==> src/rtl/icbi_pkg.sv <==
package icbi_pkg;

   // ---------------------------------------------------------------
   // clocking and timing
   // ---------------------------------------------------------------
   localparam int unsigned CLK_HZ        = 200_000_000;
   localparam int unsigned TICK_HZ       = 15;
   localparam int unsigned TICK_CYC      = CLK_HZ / TICK_HZ;
   localparam int unsigned ACK_WAIT_CYC  = 64;

   // ---------------------------------------------------------------
   // bus addresses
   // ---------------------------------------------------------------
   localparam logic [7:0]  TICK_ADDR     = 8'h0f;
   localparam logic [7:0]  REFRESH_RST   = 8'h08;
   localparam logic [7:0]  LOAD_ADDR_RST = 8'h01;
   localparam logic [2:0]  LOAD_SLOT_RST = 3'h1;

   // ---------------------------------------------------------------
   // operation classes
   // ---------------------------------------------------------------
   localparam logic [1:0]  OP_TEST       = 2'b00;
   localparam logic [1:0]  OP_CONTROL    = 2'b01;
   localparam logic [1:0]  OP_READ       = 2'b10;
   localparam logic [1:0]  OP_WRITE      = 2'b11;

   // ---------------------------------------------------------------
   // register offsets
   // ---------------------------------------------------------------
   localparam logic [11:0] OFF_CMD       = 12'h000;
   localparam logic [11:0] OFF_STATUS    = 12'h004;
   localparam logic [11:0] OFF_CONFIG    = 12'h008;
   localparam logic [11:0] OFF_INT_MAP   = 12'h00c;
   localparam logic [11:0] OFF_IRQ_STAT  = 12'h010;
   localparam logic [11:0] OFF_IRQ_MASK  = 12'h014;

   // ---------------------------------------------------------------
   // field positions and reset values
   // ---------------------------------------------------------------
   localparam int unsigned CMD_ADDR_LSB  = 0;
   localparam int unsigned CMD_OP_LSB    = 8;
   localparam int unsigned CMD_FUNC_LSB  = 10;
   localparam int unsigned CMD_WDATA_LSB = 16;
   localparam int unsigned ST_BUSY_BIT   = 0;
   localparam int unsigned ST_ACK_BIT    = 1;
   localparam int unsigned ST_SLOT_LSB   = 4;
   localparam int unsigned ST_RDATA_LSB  = 8;
   localparam int unsigned ST_INTS_LSB   = 16;
   localparam int unsigned CFG_LOAD_BIT  = 0;
   localparam int unsigned CFG_LSLOT_LSB = 4;
   localparam int unsigned CFG_LADDR_LSB = 8;
   localparam int unsigned CFG_RADDR_LSB = 16;
   localparam logic [23:0] INT_MAP_RST   = 24'hfac688;

   localparam int unsigned IRQ_DONE      = 0;
   localparam int unsigned IRQ_LOST      = 1;
   localparam int unsigned IRQ_REFUSED   = 2;
   localparam int unsigned IRQ_TICK      = 3;
   localparam int unsigned IRQ_GRANT     = 4;
   localparam int unsigned IRQ_W         = 5;

   // ---------------------------------------------------------------
   // pin groups
   // ---------------------------------------------------------------
   typedef struct packed {
      logic [7:0] slot_addr;
      logic [1:0] op_class;
      logic [3:0] function_code;
      logic [7:0] output_bus;
      logic       attention;
      logic       int_grant;
   } icbi_bus_out_t;

   typedef struct packed {
      logic       ack;
      logic       grant_taken;
      logic [7:0] int_req;
      logic [7:0] input_bus;
   } icbi_bus_in_t;

endpackage

==> src/rtl/icbi_tick.sv <==
module icbi_tick
  import icbi_pkg::*;
#(
   parameter int unsigned PERIOD_CYC = TICK_CYC
) (
   input  wire logic core_clk,
   input  wire logic rst_b,
   output logic      tick
);
   import icbi_pkg::*;

   logic [31:0] cnt_reg;
   logic [31:0] cnt_next;
   logic        tick_reg;
   logic        tick_next;

   // free running, no tie to instruction timing
   always_comb begin
      if (cnt_reg == 32'(PERIOD_CYC - 1)) begin
         cnt_next  = 32'h0;
         tick_next = 1'b1;
      end else begin
         cnt_next  = cnt_reg + 32'h1;
         tick_next = 1'b0;
      end
   end

   always_ff @(posedge core_clk or negedge rst_b) begin
      if (!rst_b) begin
         cnt_reg  <= 32'h0;
         tick_reg <= 1'b0;
      end else begin
         cnt_reg  <= cnt_next;
         tick_reg <= tick_next;
      end
   end

   assign tick = tick_reg;
endmodule

==> src/rtl/icbi_top.sv <==
// Contract
// - eight request lines 0 to 7 reach every slot and tell which device wants service.
// - the processor drives a two-bit class: test 00, control 01, read 10, write 11.
// - attention is high for as long as an I/O instruction is in progress.
// - in program-load mode only the loading device is serviced.
// - input data comes back on an eight-bit input bus.
// - eight addressing lines go to every slot for address decode.
// - the periodic tick unit answers at fixed address 15.
// - the periodic tick runs freely at 15 Hz.
// - the refresh unit address is configurable and defaults to 8.
// - each slot's request line is chosen by configuration.
// - four function bits go out beside the class.
//
// Implementation choices: the address map and the APB interface to the registers.
module icbi_top
  import icbi_pkg::*;
#(
   parameter int unsigned TICK_PERIOD = TICK_CYC,
   parameter int unsigned ACK_WAIT    = ACK_WAIT_CYC
) (
   input  wire logic                    core_clk,
   input  wire logic                    rst_b,
   input  wire logic [11:0]             paddr,
   input  wire logic                    psel,
   input  wire logic                    penable,
   input  wire logic                    pwrite,
   input  wire logic [31:0]             pwdata,
   output logic      [31:0]             prdata,
   output logic                         pready,
   output logic                         pslverr,
   output icbi_pkg::icbi_bus_out_t      bus_out,
   input  wire icbi_pkg::icbi_bus_in_t  bus_in,
   output logic                         refresh_sel,
   output logic                         irq
);
   import icbi_pkg::*;

   typedef enum logic [1:0] {S_IDLE, S_SETUP, S_WAIT, S_GRANT} icbi_state_t;

   // ---------------------------------------------------------------
   // pin synchronisers
   // ---------------------------------------------------------------
   icbi_bus_in_t pin_meta_reg;
   icbi_bus_in_t pin_reg;

   always_ff @(posedge core_clk or negedge rst_b) begin
      if (!rst_b) begin
         pin_meta_reg <= '0;
         pin_reg      <= '0;
      end else begin
         pin_meta_reg <= bus_in;
         pin_reg      <= pin_meta_reg;
      end
   end

   // ---------------------------------------------------------------
   // tick source
   // ---------------------------------------------------------------
   logic tick;

   icbi_tick #(
      .PERIOD_CYC (TICK_PERIOD)
   ) u_tick (
      .core_clk (core_clk),
      .rst_b    (rst_b),
      .tick     (tick)
   );

   // ---------------------------------------------------------------
   // state
   // ---------------------------------------------------------------
   icbi_state_t      state_reg,   state_next;
   logic [7:0]       addr_reg,    addr_next;
   logic [1:0]       op_reg,      op_next;
   logic [3:0]       func_reg,    func_next;
   logic [7:0]       wdata_reg,   wdata_next;
   logic [7:0]       rdata_reg,   rdata_next;
   logic             acked_reg,   acked_next;
   logic [2:0]       slot_reg,    slot_next;
   logic [7:0]       wait_reg,    wait_next;
   logic             tickp_reg,   tickp_next;
   logic             load_reg,    load_next;
   logic [2:0]       lslot_reg,   lslot_next;
   logic [7:0]       laddr_reg,   laddr_next;
   logic [7:0]       raddr_reg,   raddr_next;
   logic [23:0]      map_reg,     map_next;
   logic [IRQ_W-1:0] istat_reg,   istat_next;
   logic [IRQ_W-1:0] imask_reg,   imask_next;
   logic [31:0]      prdata_reg,  prdata_next;
   logic             pslverr_reg, pslverr_next;

   logic [IRQ_W-1:0] ev_set;
   logic [IRQ_W-1:0] ev_clr;
   logic [7:0]       slot_want;
   logic [2:0]       want_idx;
   logic             wr_acc;
   logic             setup_ph;
   logic             cmd_wr;
   logic             mapped;

   // ---------------------------------------------------------------
   // per-slot request decode
   // ---------------------------------------------------------------
   for (genvar s = 0; s < 8; s++) begin : g_slot
      // slot s listens on its configured line, only the loader in load mode
      assign slot_want[s] = pin_reg.int_req[map_reg[3*s +: 3]]
                            && (!load_reg || lslot_reg == 3'(s));
   end

   always_comb begin
      want_idx = 3'h0;
      for (int i = 7; i >= 0; i--) begin
         if (slot_want[i]) begin
            want_idx = 3'(i);
         end
      end
   end

   // ---------------------------------------------------------------
   // apb access decode
   // ---------------------------------------------------------------
   assign setup_ph = psel && !penable;
   assign wr_acc   = psel && penable && pwrite;
   assign cmd_wr   = wr_acc && paddr == OFF_CMD;
   assign pready   = penable;

   always_comb begin
      mapped = 1'b1;
      prdata_next = prdata_reg;
      if (paddr == OFF_CMD) begin
         prdata_next = {8'h0, wdata_reg, 2'b0, func_reg, op_reg, addr_reg};
      end else if (paddr == OFF_STATUS) begin
         prdata_next = {8'h0, pin_reg.int_req, rdata_reg, 1'b0, slot_reg,
                        2'b0, acked_reg, state_reg != S_IDLE};
      end else if (paddr == OFF_CONFIG) begin
         prdata_next = {8'h0, raddr_reg, laddr_reg, 1'b0, lslot_reg, 3'b0, load_reg};
      end else if (paddr == OFF_INT_MAP) begin
         prdata_next = {8'h0, map_reg};
      end else if (paddr == OFF_IRQ_STAT) begin
         prdata_next = {27'h0, istat_reg};
      end else if (paddr == OFF_IRQ_MASK) begin
         prdata_next = {27'h0, imask_reg};
      end else begin
         mapped = 1'b0;
         prdata_next = 32'h0;
      end
      if (!setup_ph) begin
         prdata_next = prdata_reg;
      end
      pslverr_next = setup_ph ? !mapped : pslverr_reg;
   end

   // ---------------------------------------------------------------
   // command sequencer
   // ---------------------------------------------------------------
   always_comb begin
      state_next = state_reg;
      addr_next  = addr_reg;
      op_next    = op_reg;
      func_next  = func_reg;
      wdata_next = wdata_reg;
      rdata_next = rdata_reg;
      acked_next = acked_reg;
      slot_next  = slot_reg;
      wait_next  = wait_reg;
      tickp_next = tickp_reg | tick;
      ev_set     = '0;
      ev_set[IRQ_TICK] = tick;
      case (state_reg)
         S_IDLE: begin
            if (cmd_wr) begin
               if (load_reg && pwdata[CMD_ADDR_LSB +: 8] != laddr_reg) begin
                  ev_set[IRQ_REFUSED] = 1'b1;
               end else begin
                  addr_next  = pwdata[CMD_ADDR_LSB +: 8];
                  op_next    = pwdata[CMD_OP_LSB +: 2];
                  func_next  = pwdata[CMD_FUNC_LSB +: 4];
                  wdata_next = pwdata[CMD_WDATA_LSB +: 8];
                  acked_next = 1'b0;
                  wait_next  = 8'h0;
                  state_next = S_SETUP;
               end
            end else if (|slot_want) begin
               state_next = S_GRANT;
            end
         end
         S_SETUP: begin
            state_next = S_WAIT;
         end
         S_WAIT: begin
            wait_next = wait_reg + 8'h1;
            if (addr_reg == TICK_ADDR) begin
               rdata_next = {7'h0, tickp_reg};
               if (op_reg == OP_CONTROL) begin
                  tickp_next = tick;
               end
               acked_next = 1'b1;
               ev_set[IRQ_DONE] = 1'b1;
               state_next = S_IDLE;
            end else if (pin_reg.ack) begin
               if (op_reg == OP_READ || op_reg == OP_TEST) begin
                  rdata_next = pin_reg.input_bus;
               end
               acked_next = 1'b1;
               ev_set[IRQ_DONE] = 1'b1;
               state_next = S_IDLE;
            end else if (wait_reg == 8'(ACK_WAIT - 1)) begin
               ev_set[IRQ_LOST] = 1'b1;
               state_next = S_IDLE;
            end
         end
         S_GRANT: begin
            if (pin_reg.grant_taken) begin
               slot_next = want_idx;
               ev_set[IRQ_GRANT] = 1'b1;
               state_next = S_IDLE;
            end else if (!(|slot_want)) begin
               state_next = S_IDLE;
            end
         end
         default: begin
            state_next = S_IDLE;
         end
      endcase
   end

   // ---------------------------------------------------------------
   // configuration and interrupt registers
   // ---------------------------------------------------------------
   always_comb begin
      load_next  = load_reg;
      lslot_next = lslot_reg;
      laddr_next = laddr_reg;
      raddr_next = raddr_reg;
      map_next   = map_reg;
      imask_next = imask_reg;
      ev_clr     = '0;
      if (wr_acc && paddr == OFF_CONFIG) begin
         load_next  = pwdata[CFG_LOAD_BIT];
         lslot_next = pwdata[CFG_LSLOT_LSB +: 3];
         laddr_next = pwdata[CFG_LADDR_LSB +: 8];
         raddr_next = pwdata[CFG_RADDR_LSB +: 8];
      end else if (wr_acc && paddr == OFF_INT_MAP) begin
         map_next   = pwdata[23:0];
      end else if (wr_acc && paddr == OFF_IRQ_STAT) begin
         ev_clr     = pwdata[IRQ_W-1:0];
      end else if (wr_acc && paddr == OFF_IRQ_MASK) begin
         imask_next = pwdata[IRQ_W-1:0];
      end
      // a new event beats its own clear
      istat_next = (istat_reg & ~ev_clr) | ev_set;
   end

   always_ff @(posedge core_clk or negedge rst_b) begin
      if (!rst_b) begin
         state_reg   <= S_IDLE;
         addr_reg    <= 8'h0;
         op_reg      <= OP_TEST;
         func_reg    <= 4'h0;
         wdata_reg   <= 8'h0;
         rdata_reg   <= 8'h0;
         acked_reg   <= 1'b0;
         slot_reg    <= 3'h0;
         wait_reg    <= 8'h0;
         tickp_reg   <= 1'b0;
         load_reg    <= 1'b0;
         lslot_reg   <= LOAD_SLOT_RST;
         laddr_reg   <= LOAD_ADDR_RST;
         raddr_reg   <= REFRESH_RST;
         map_reg     <= INT_MAP_RST;
         istat_reg   <= '0;
         imask_reg   <= '0;
         prdata_reg  <= 32'h0;
         pslverr_reg <= 1'b0;
      end else begin
         state_reg   <= state_next;
         addr_reg    <= addr_next;
         op_reg      <= op_next;
         func_reg    <= func_next;
         wdata_reg   <= wdata_next;
         rdata_reg   <= rdata_next;
         acked_reg   <= acked_next;
         slot_reg    <= slot_next;
         wait_reg    <= wait_next;
         tickp_reg   <= tickp_next;
         load_reg    <= load_next;
         lslot_reg   <= lslot_next;
         laddr_reg   <= laddr_next;
         raddr_reg   <= raddr_next;
         map_reg     <= map_next;
         istat_reg   <= istat_next;
         imask_reg   <= imask_next;
         prdata_reg  <= prdata_next;
         pslverr_reg <= pslverr_next;
      end
   end

   // ---------------------------------------------------------------
   // outputs
   // ---------------------------------------------------------------
   assign prdata                = prdata_reg;
   assign pslverr               = pslverr_reg && penable;
   assign bus_out.slot_addr     = addr_reg;
   assign bus_out.op_class      = op_reg;
   assign bus_out.function_code = func_reg;
   assign bus_out.output_bus    = wdata_reg;
   assign bus_out.attention     = state_reg == S_SETUP || state_reg == S_WAIT;
   assign bus_out.int_grant     = state_reg == S_GRANT;
   assign refresh_sel           = bus_out.attention && addr_reg == raddr_reg;
   assign irq                   = |(istat_reg & imask_reg);

   // ---------------------------------------------------------------
   // checks
   // ---------------------------------------------------------------
   // last cycle at which a timed-out command may still hold attention
   localparam int LOST_HI = int'(ACK_WAIT);
endmodule

==> config.mk <==
export PLATFORM = sky130hd
export DESIGN_NAME = icbi_top
export DESIGN_NICKNAME = d
export VERILOG_FILES = /design/src/rtl/icbi_pkg.sv /design/src/rtl/icbi_tick.sv /design/src/rtl/icbi_top.sv
export SDC_FILE = /design/constraint.sdc
export NUM_CORES = 1
export LEC_CHECK = 0
export BUFFER_PORTS_ARGS = -buffer_cell sky130_fd_sc_hd__buf_2
export CORE_MARGIN = 10
export CORE_UTILIZATION = 52
export CTS_BUF_LIST = sky130_fd_sc_hd__clkbuf_16
export DETAILED_ROUTE_END_ITERATION = 10
export GPL_TIMING_DRIVEN = 1
export PLACE_DENSITY = 0.78
export SLEW_MARGIN = 20
export SYNTH_ARGS = -nofsm -noshare
export SYNTH_HDL_FRONTEND = slang
export SYNTH_SLANG_ARGS = --single-unit
==> constraint.sdc <==
create_clock -name core_clk -period 2.35 [get_ports core_clk]
set_input_delay 0.1175 -clock core_clk [delete_from_list [all_inputs] [get_ports core_clk]]
set_output_delay 0.1175 -clock core_clk [all_outputs]
set_load 0.01 [all_outputs]
==> summary.md <==
| Metric | Value |
|---|---|
| Initial antenna violation count | `0` |
| Yosys reg bits | `193` |
| Final Max Tran Viols | `0` |
| Met3 usage | `5.56%` |
| TritonCTS clock tree | `yes` |
| Fin crit share | `109%` |
| Tightest Pin Transition | `753 ps` |
| Clock Latency Late Sink | `440 ps` |
| Final hold vios | `0` |
| Worst slack, placed | `-196 ps` |
| Top delay family on crit path | `multiplexers` |
| Int Pwr | `0.00551 W` |
| Switching share of power | `28.1%` |
| DR WL/cell | `20.9 um` |
| Number of synthesized flops with an enable pin | `0` |
| Peak supply drop | `566 uV` |
| M1 GR Usage | `28.8%` |
| Design area | `11300 um^2` |
| Clock Skews | `15.6 ps` |
| Post-Syn Area | `9110 um^2` |
| Filler Cell Count | `1298` |
| Most Used Layer, Global Route | `met2` |
| Clock Tree Root | `clkbuf_16` |
| Largest stage delay, worst path | `560 ps` |
| Synth area leaders | `dfrtp_1 49%, mux2_2 9.3%, dfstp_2 4.3%` |
| Post-synthesis sequential area ratio | `53.2%` |
| GRT Total Usage | `21.3%` |
| Num rows | `48` |
| Largest net degree at the start of global routing | `66` |
| Final HPWL DP | `17600 um` |
| Routability cong. | `0.920` |
| Post-synth top area share | `48.9%` |
| Failing checks | `negative setup slack` |
| Post-layout util | `65.6%` |
| Diode count | `0` |
| Clk pwr share | `36.9%` |
| Cell Pwr Density | `677 nW/um^2` |
| Leak | `5.47 nW` |
| I/O Pins | `127` |
| Area Overhead vs Synth | `24.2%` |
| Outcome | `finished, violations left` |
| NumNets Final | `1045` |
| Post-synthesis cell count | `774` |
| Die H | `152 um` |
| Post-route DRC | `0` |
| Max reg flops | `32` |
| H-tree Lvls | `4` |
| Slowest cell on the critical path | `dfstp_2` |
| Comb power frac | `15.7%` |
| Reg2reg end | `state_reg[0]$_DFFE_PN0P_` |
| Hold EP | `addr_reg[6]$_DFFE_PN0P_` |
| # setup viols final | `2` |
| Tmin final | `2550 ps` |
| GR Util met2 | `32.7%` |
| WP data arrival | `2870 ps` |
| Yosys top cell by area | `dfrtp_1` |
| Setup Crit Path Kind | `reg -> reg` |
| Vias after detailed routing | `7221` |
| Worst Hold Class | `in -> reg` |
| Syn Area/Cell | `11.8 um^2` |
| Via-to-Cell Ratio | `5.97` |
| Crit. End Element | `register` |
| Core area | `17200 um^2` |
| CP startpoint kind | `register` |
| RSZ-0062 raised after global routing | `true` |
| Final WL | `25200 um` |
| Global-route wire length before repair | `40300 um` |
| ANT nets after route | `0` |
| Total power | `0.00766 W` |
| Multi-input gate area | `4130 um^2` |
| Reg2reg setup slack | `-200 ps` |
| CP Cell Sequence | `mux4_2, mux2i_4, o22ai_4, nor4_4, mux2i_2, mux2_1` |
| Clk pin slew, worst setup/hold paths | `70 ps` |
| Hold depth | `2` |
| Share of cells above drive strength 1 | `33.5%` |
| Worst setup margin | `-201 ps` |
| Starting Density | `52.8%` |
| Psw | `0.00215 W` |
| Worst R2R Path Depth | `6` |
| Flop pwr share | `47.4%` |
| Crit Path Max Fanout | `3` |
| Die X | `152 um` |
| DR iter-0 viols | `742` |
| CP required | `2670 ps` |
| Clock buffer depth | `2` |
| PortBufs | `110` |
| Max_cap viols | `0` |
| Reg-to-Reg Start | `map_reg[9]$_DFFE_PN1P_` |
| Number of buffer and inverter stages on the critical path | `0` |
| Vias in the first global route | `7253` |
| Clock sinks | `193` |
| Synth cell types | `67` |
| Ys Warns | `0` |
| Gr ovfl total | `0` |
| TritonCTS Buffers | `17` |
| Register area | `4850 um^2` |
| First-pass DRT Iterations | `7` |
| Main synth FF type | `dfrtp_1` |
| Fmax | `392 MHz` |
| Async SR Flop Fraction | `100%` |
| Dpl cell area | `10300 um^2` |
| Full die area | `23200 um^2` |
| Slew margin rel. | `49.8%` |
| Min-Delay Startpoint | `pwdata[6]` |
==> layout make-up <==
cell class                      instances  share of cell area [%]
Timing Repair Buffer                  209                    12.6
Inverter                               14                   0.465
Multi-Input combinational cell        536                    36.5
Clock buffer                           17                    3.76
Sequential cell                       193                    42.9
Tap cell                              225                    2.49
Clock inverter                         15                    1.31
==> per-layer routing <==
layer	routed length (um)	vias to the layer above
met1	10700	3664
met5	0	-
li1	-	3214
met2	11900	303
met3	2050	40
met4	530	0
==> metrics by stage <==
stage | instances | hold slack (ps) | setup TNS, ps
after global routing | 1209 | 15.9 | -573
after floorplan | 781 | -178 | -29.7
final | 1209 | 23.7 | -397
after detailed placement | 1137 | 136 | -385
after global placement | 1137 | 134 | -249
after CTS | 1209 | 2.82 | -385
==> synth_stat cells (15+ instances only) <==
| cell type | number |
|---|---|
| a21o_1 | 22 |
| a21oi_1 | 32 |
| a222oi_1 | 21 |
| clkbuf_1 | 21 |
| dfrtp_1 | 178 |
| dfstp_2 | 15 |
| mux2_2 | 75 |
| nand2_1 | 71 |
| nand3_1 | 23 |
| nor2_1 | 46 |
| o21ai_0 | 18 |
| xnor2_1 | 22 |
| xor2_1 | 23 |
==> placed cells by master, fill, tap and decap left out, types with 3 or more instances in the layout <==
cell           synthesis  layout
o21ai_0               18      18
a21oi_1               32      32
nor3_1                13      13
mux4_2                14      14
nand3_1               23      23
and3_1                10      10
or3_1                  4       4
nand2_1               71      71
inv_6                  0       5
mux2_2                75      75
mux2i_1               14       9
dfrtp_1              178     177
inv_1                 14      14
mux2i_2                0       3
nor2_1                46      46
a21o_1                22      22
a22o_1                10      10
xnor2_1               22      22
a22oi_1                5       5
and4_1                 5       5
clkbuf_16              0      17
a222oi_1              21      21
nand4_1               11      11
and2_1                 6       6
a31oi_1                3       3
nor4_1                 6       5
a221o_1                4       4
xor2_1                23      23
nand3b_1               3       3
nor2b_1               13      13
buf_4                  9      59
buf_2                  7     109
dfstp_2               15      15
conb_1                 1       8
a32o_1                 4       4
ha_1                   7       7
dlygate4sd3_1          0      38
==> power by group through the flow <==
stage | logic [W] | clock network, W | registers, W
3_3_place_gp | 0.00109 | 0 | 0.00368
4_1_cts | 0.00119 | 0.00287 | 0.00362
3_5_place_dp | 0.00112 | 0 | 0.00368
2_1_floorplan | 0.000697 | 0 | 0.00364
5_1_grt | 0.00132 | 0.00301 | 0.00364
6_report | 0.00120 | 0.00283 | 0.00363
==> worst max-delay path by stage <==
stage               slack [ps]                       end  cells past startpoint               startpoint
CTS                       -200  state_reg[0]$_DFFE_PN0P_                      6  map_reg[22]$_DFFE_PN1P_
floorplan                  -10  state_reg[0]$_DFFE_PN0P_                      6  map_reg[15]$_DFFE_PN1P_
global placement          -130  state_reg[1]$_DFFE_PN0P_                      6  map_reg[15]$_DFFE_PN1P_
global route              -290  state_reg[1]$_DFFE_PN0P_                      6   map_reg[9]$_DFFE_PN1P_
detailed placement        -200  state_reg[0]$_DFFE_PN0P_                      6  map_reg[15]$_DFFE_PN1P_
finish                    -200  state_reg[0]$_DFFE_PN0P_                      6   map_reg[9]$_DFFE_PN1P_
==> worst register-to-register path, stage by stage (launching register included) <==
cell,delay [ps]
dfstp_2,560
mux4_2,550
mux2i_4,230
o22ai_4,110
nor4_4,350
mux2i_2,290
mux2_1,340
==> kinds of logic (layout without fill, tap and decap cells) <==
logic type	after synthesis	after routing	synth area share [%]
other cells	1	8	0.0412
simple gates	229	229	12.9
buf+inv	52	255	2.61
flops	193	193	53.2
mux	105	105	14.5
compound gates	142	142	11.4
xor+xnor	45	45	4.33
fa+ha+maj	7	7	0.962
==> repair_timing <==
item,in CTS,in global routing
pin swaps,1,1
resized for setup,5,6
hold buffers,38,0
setup endpoints to repair,2,2
setup buffers,2,0
endpoints found under the hold margin,127,0
No activity file was read; power rests on OpenSTA's default activity.
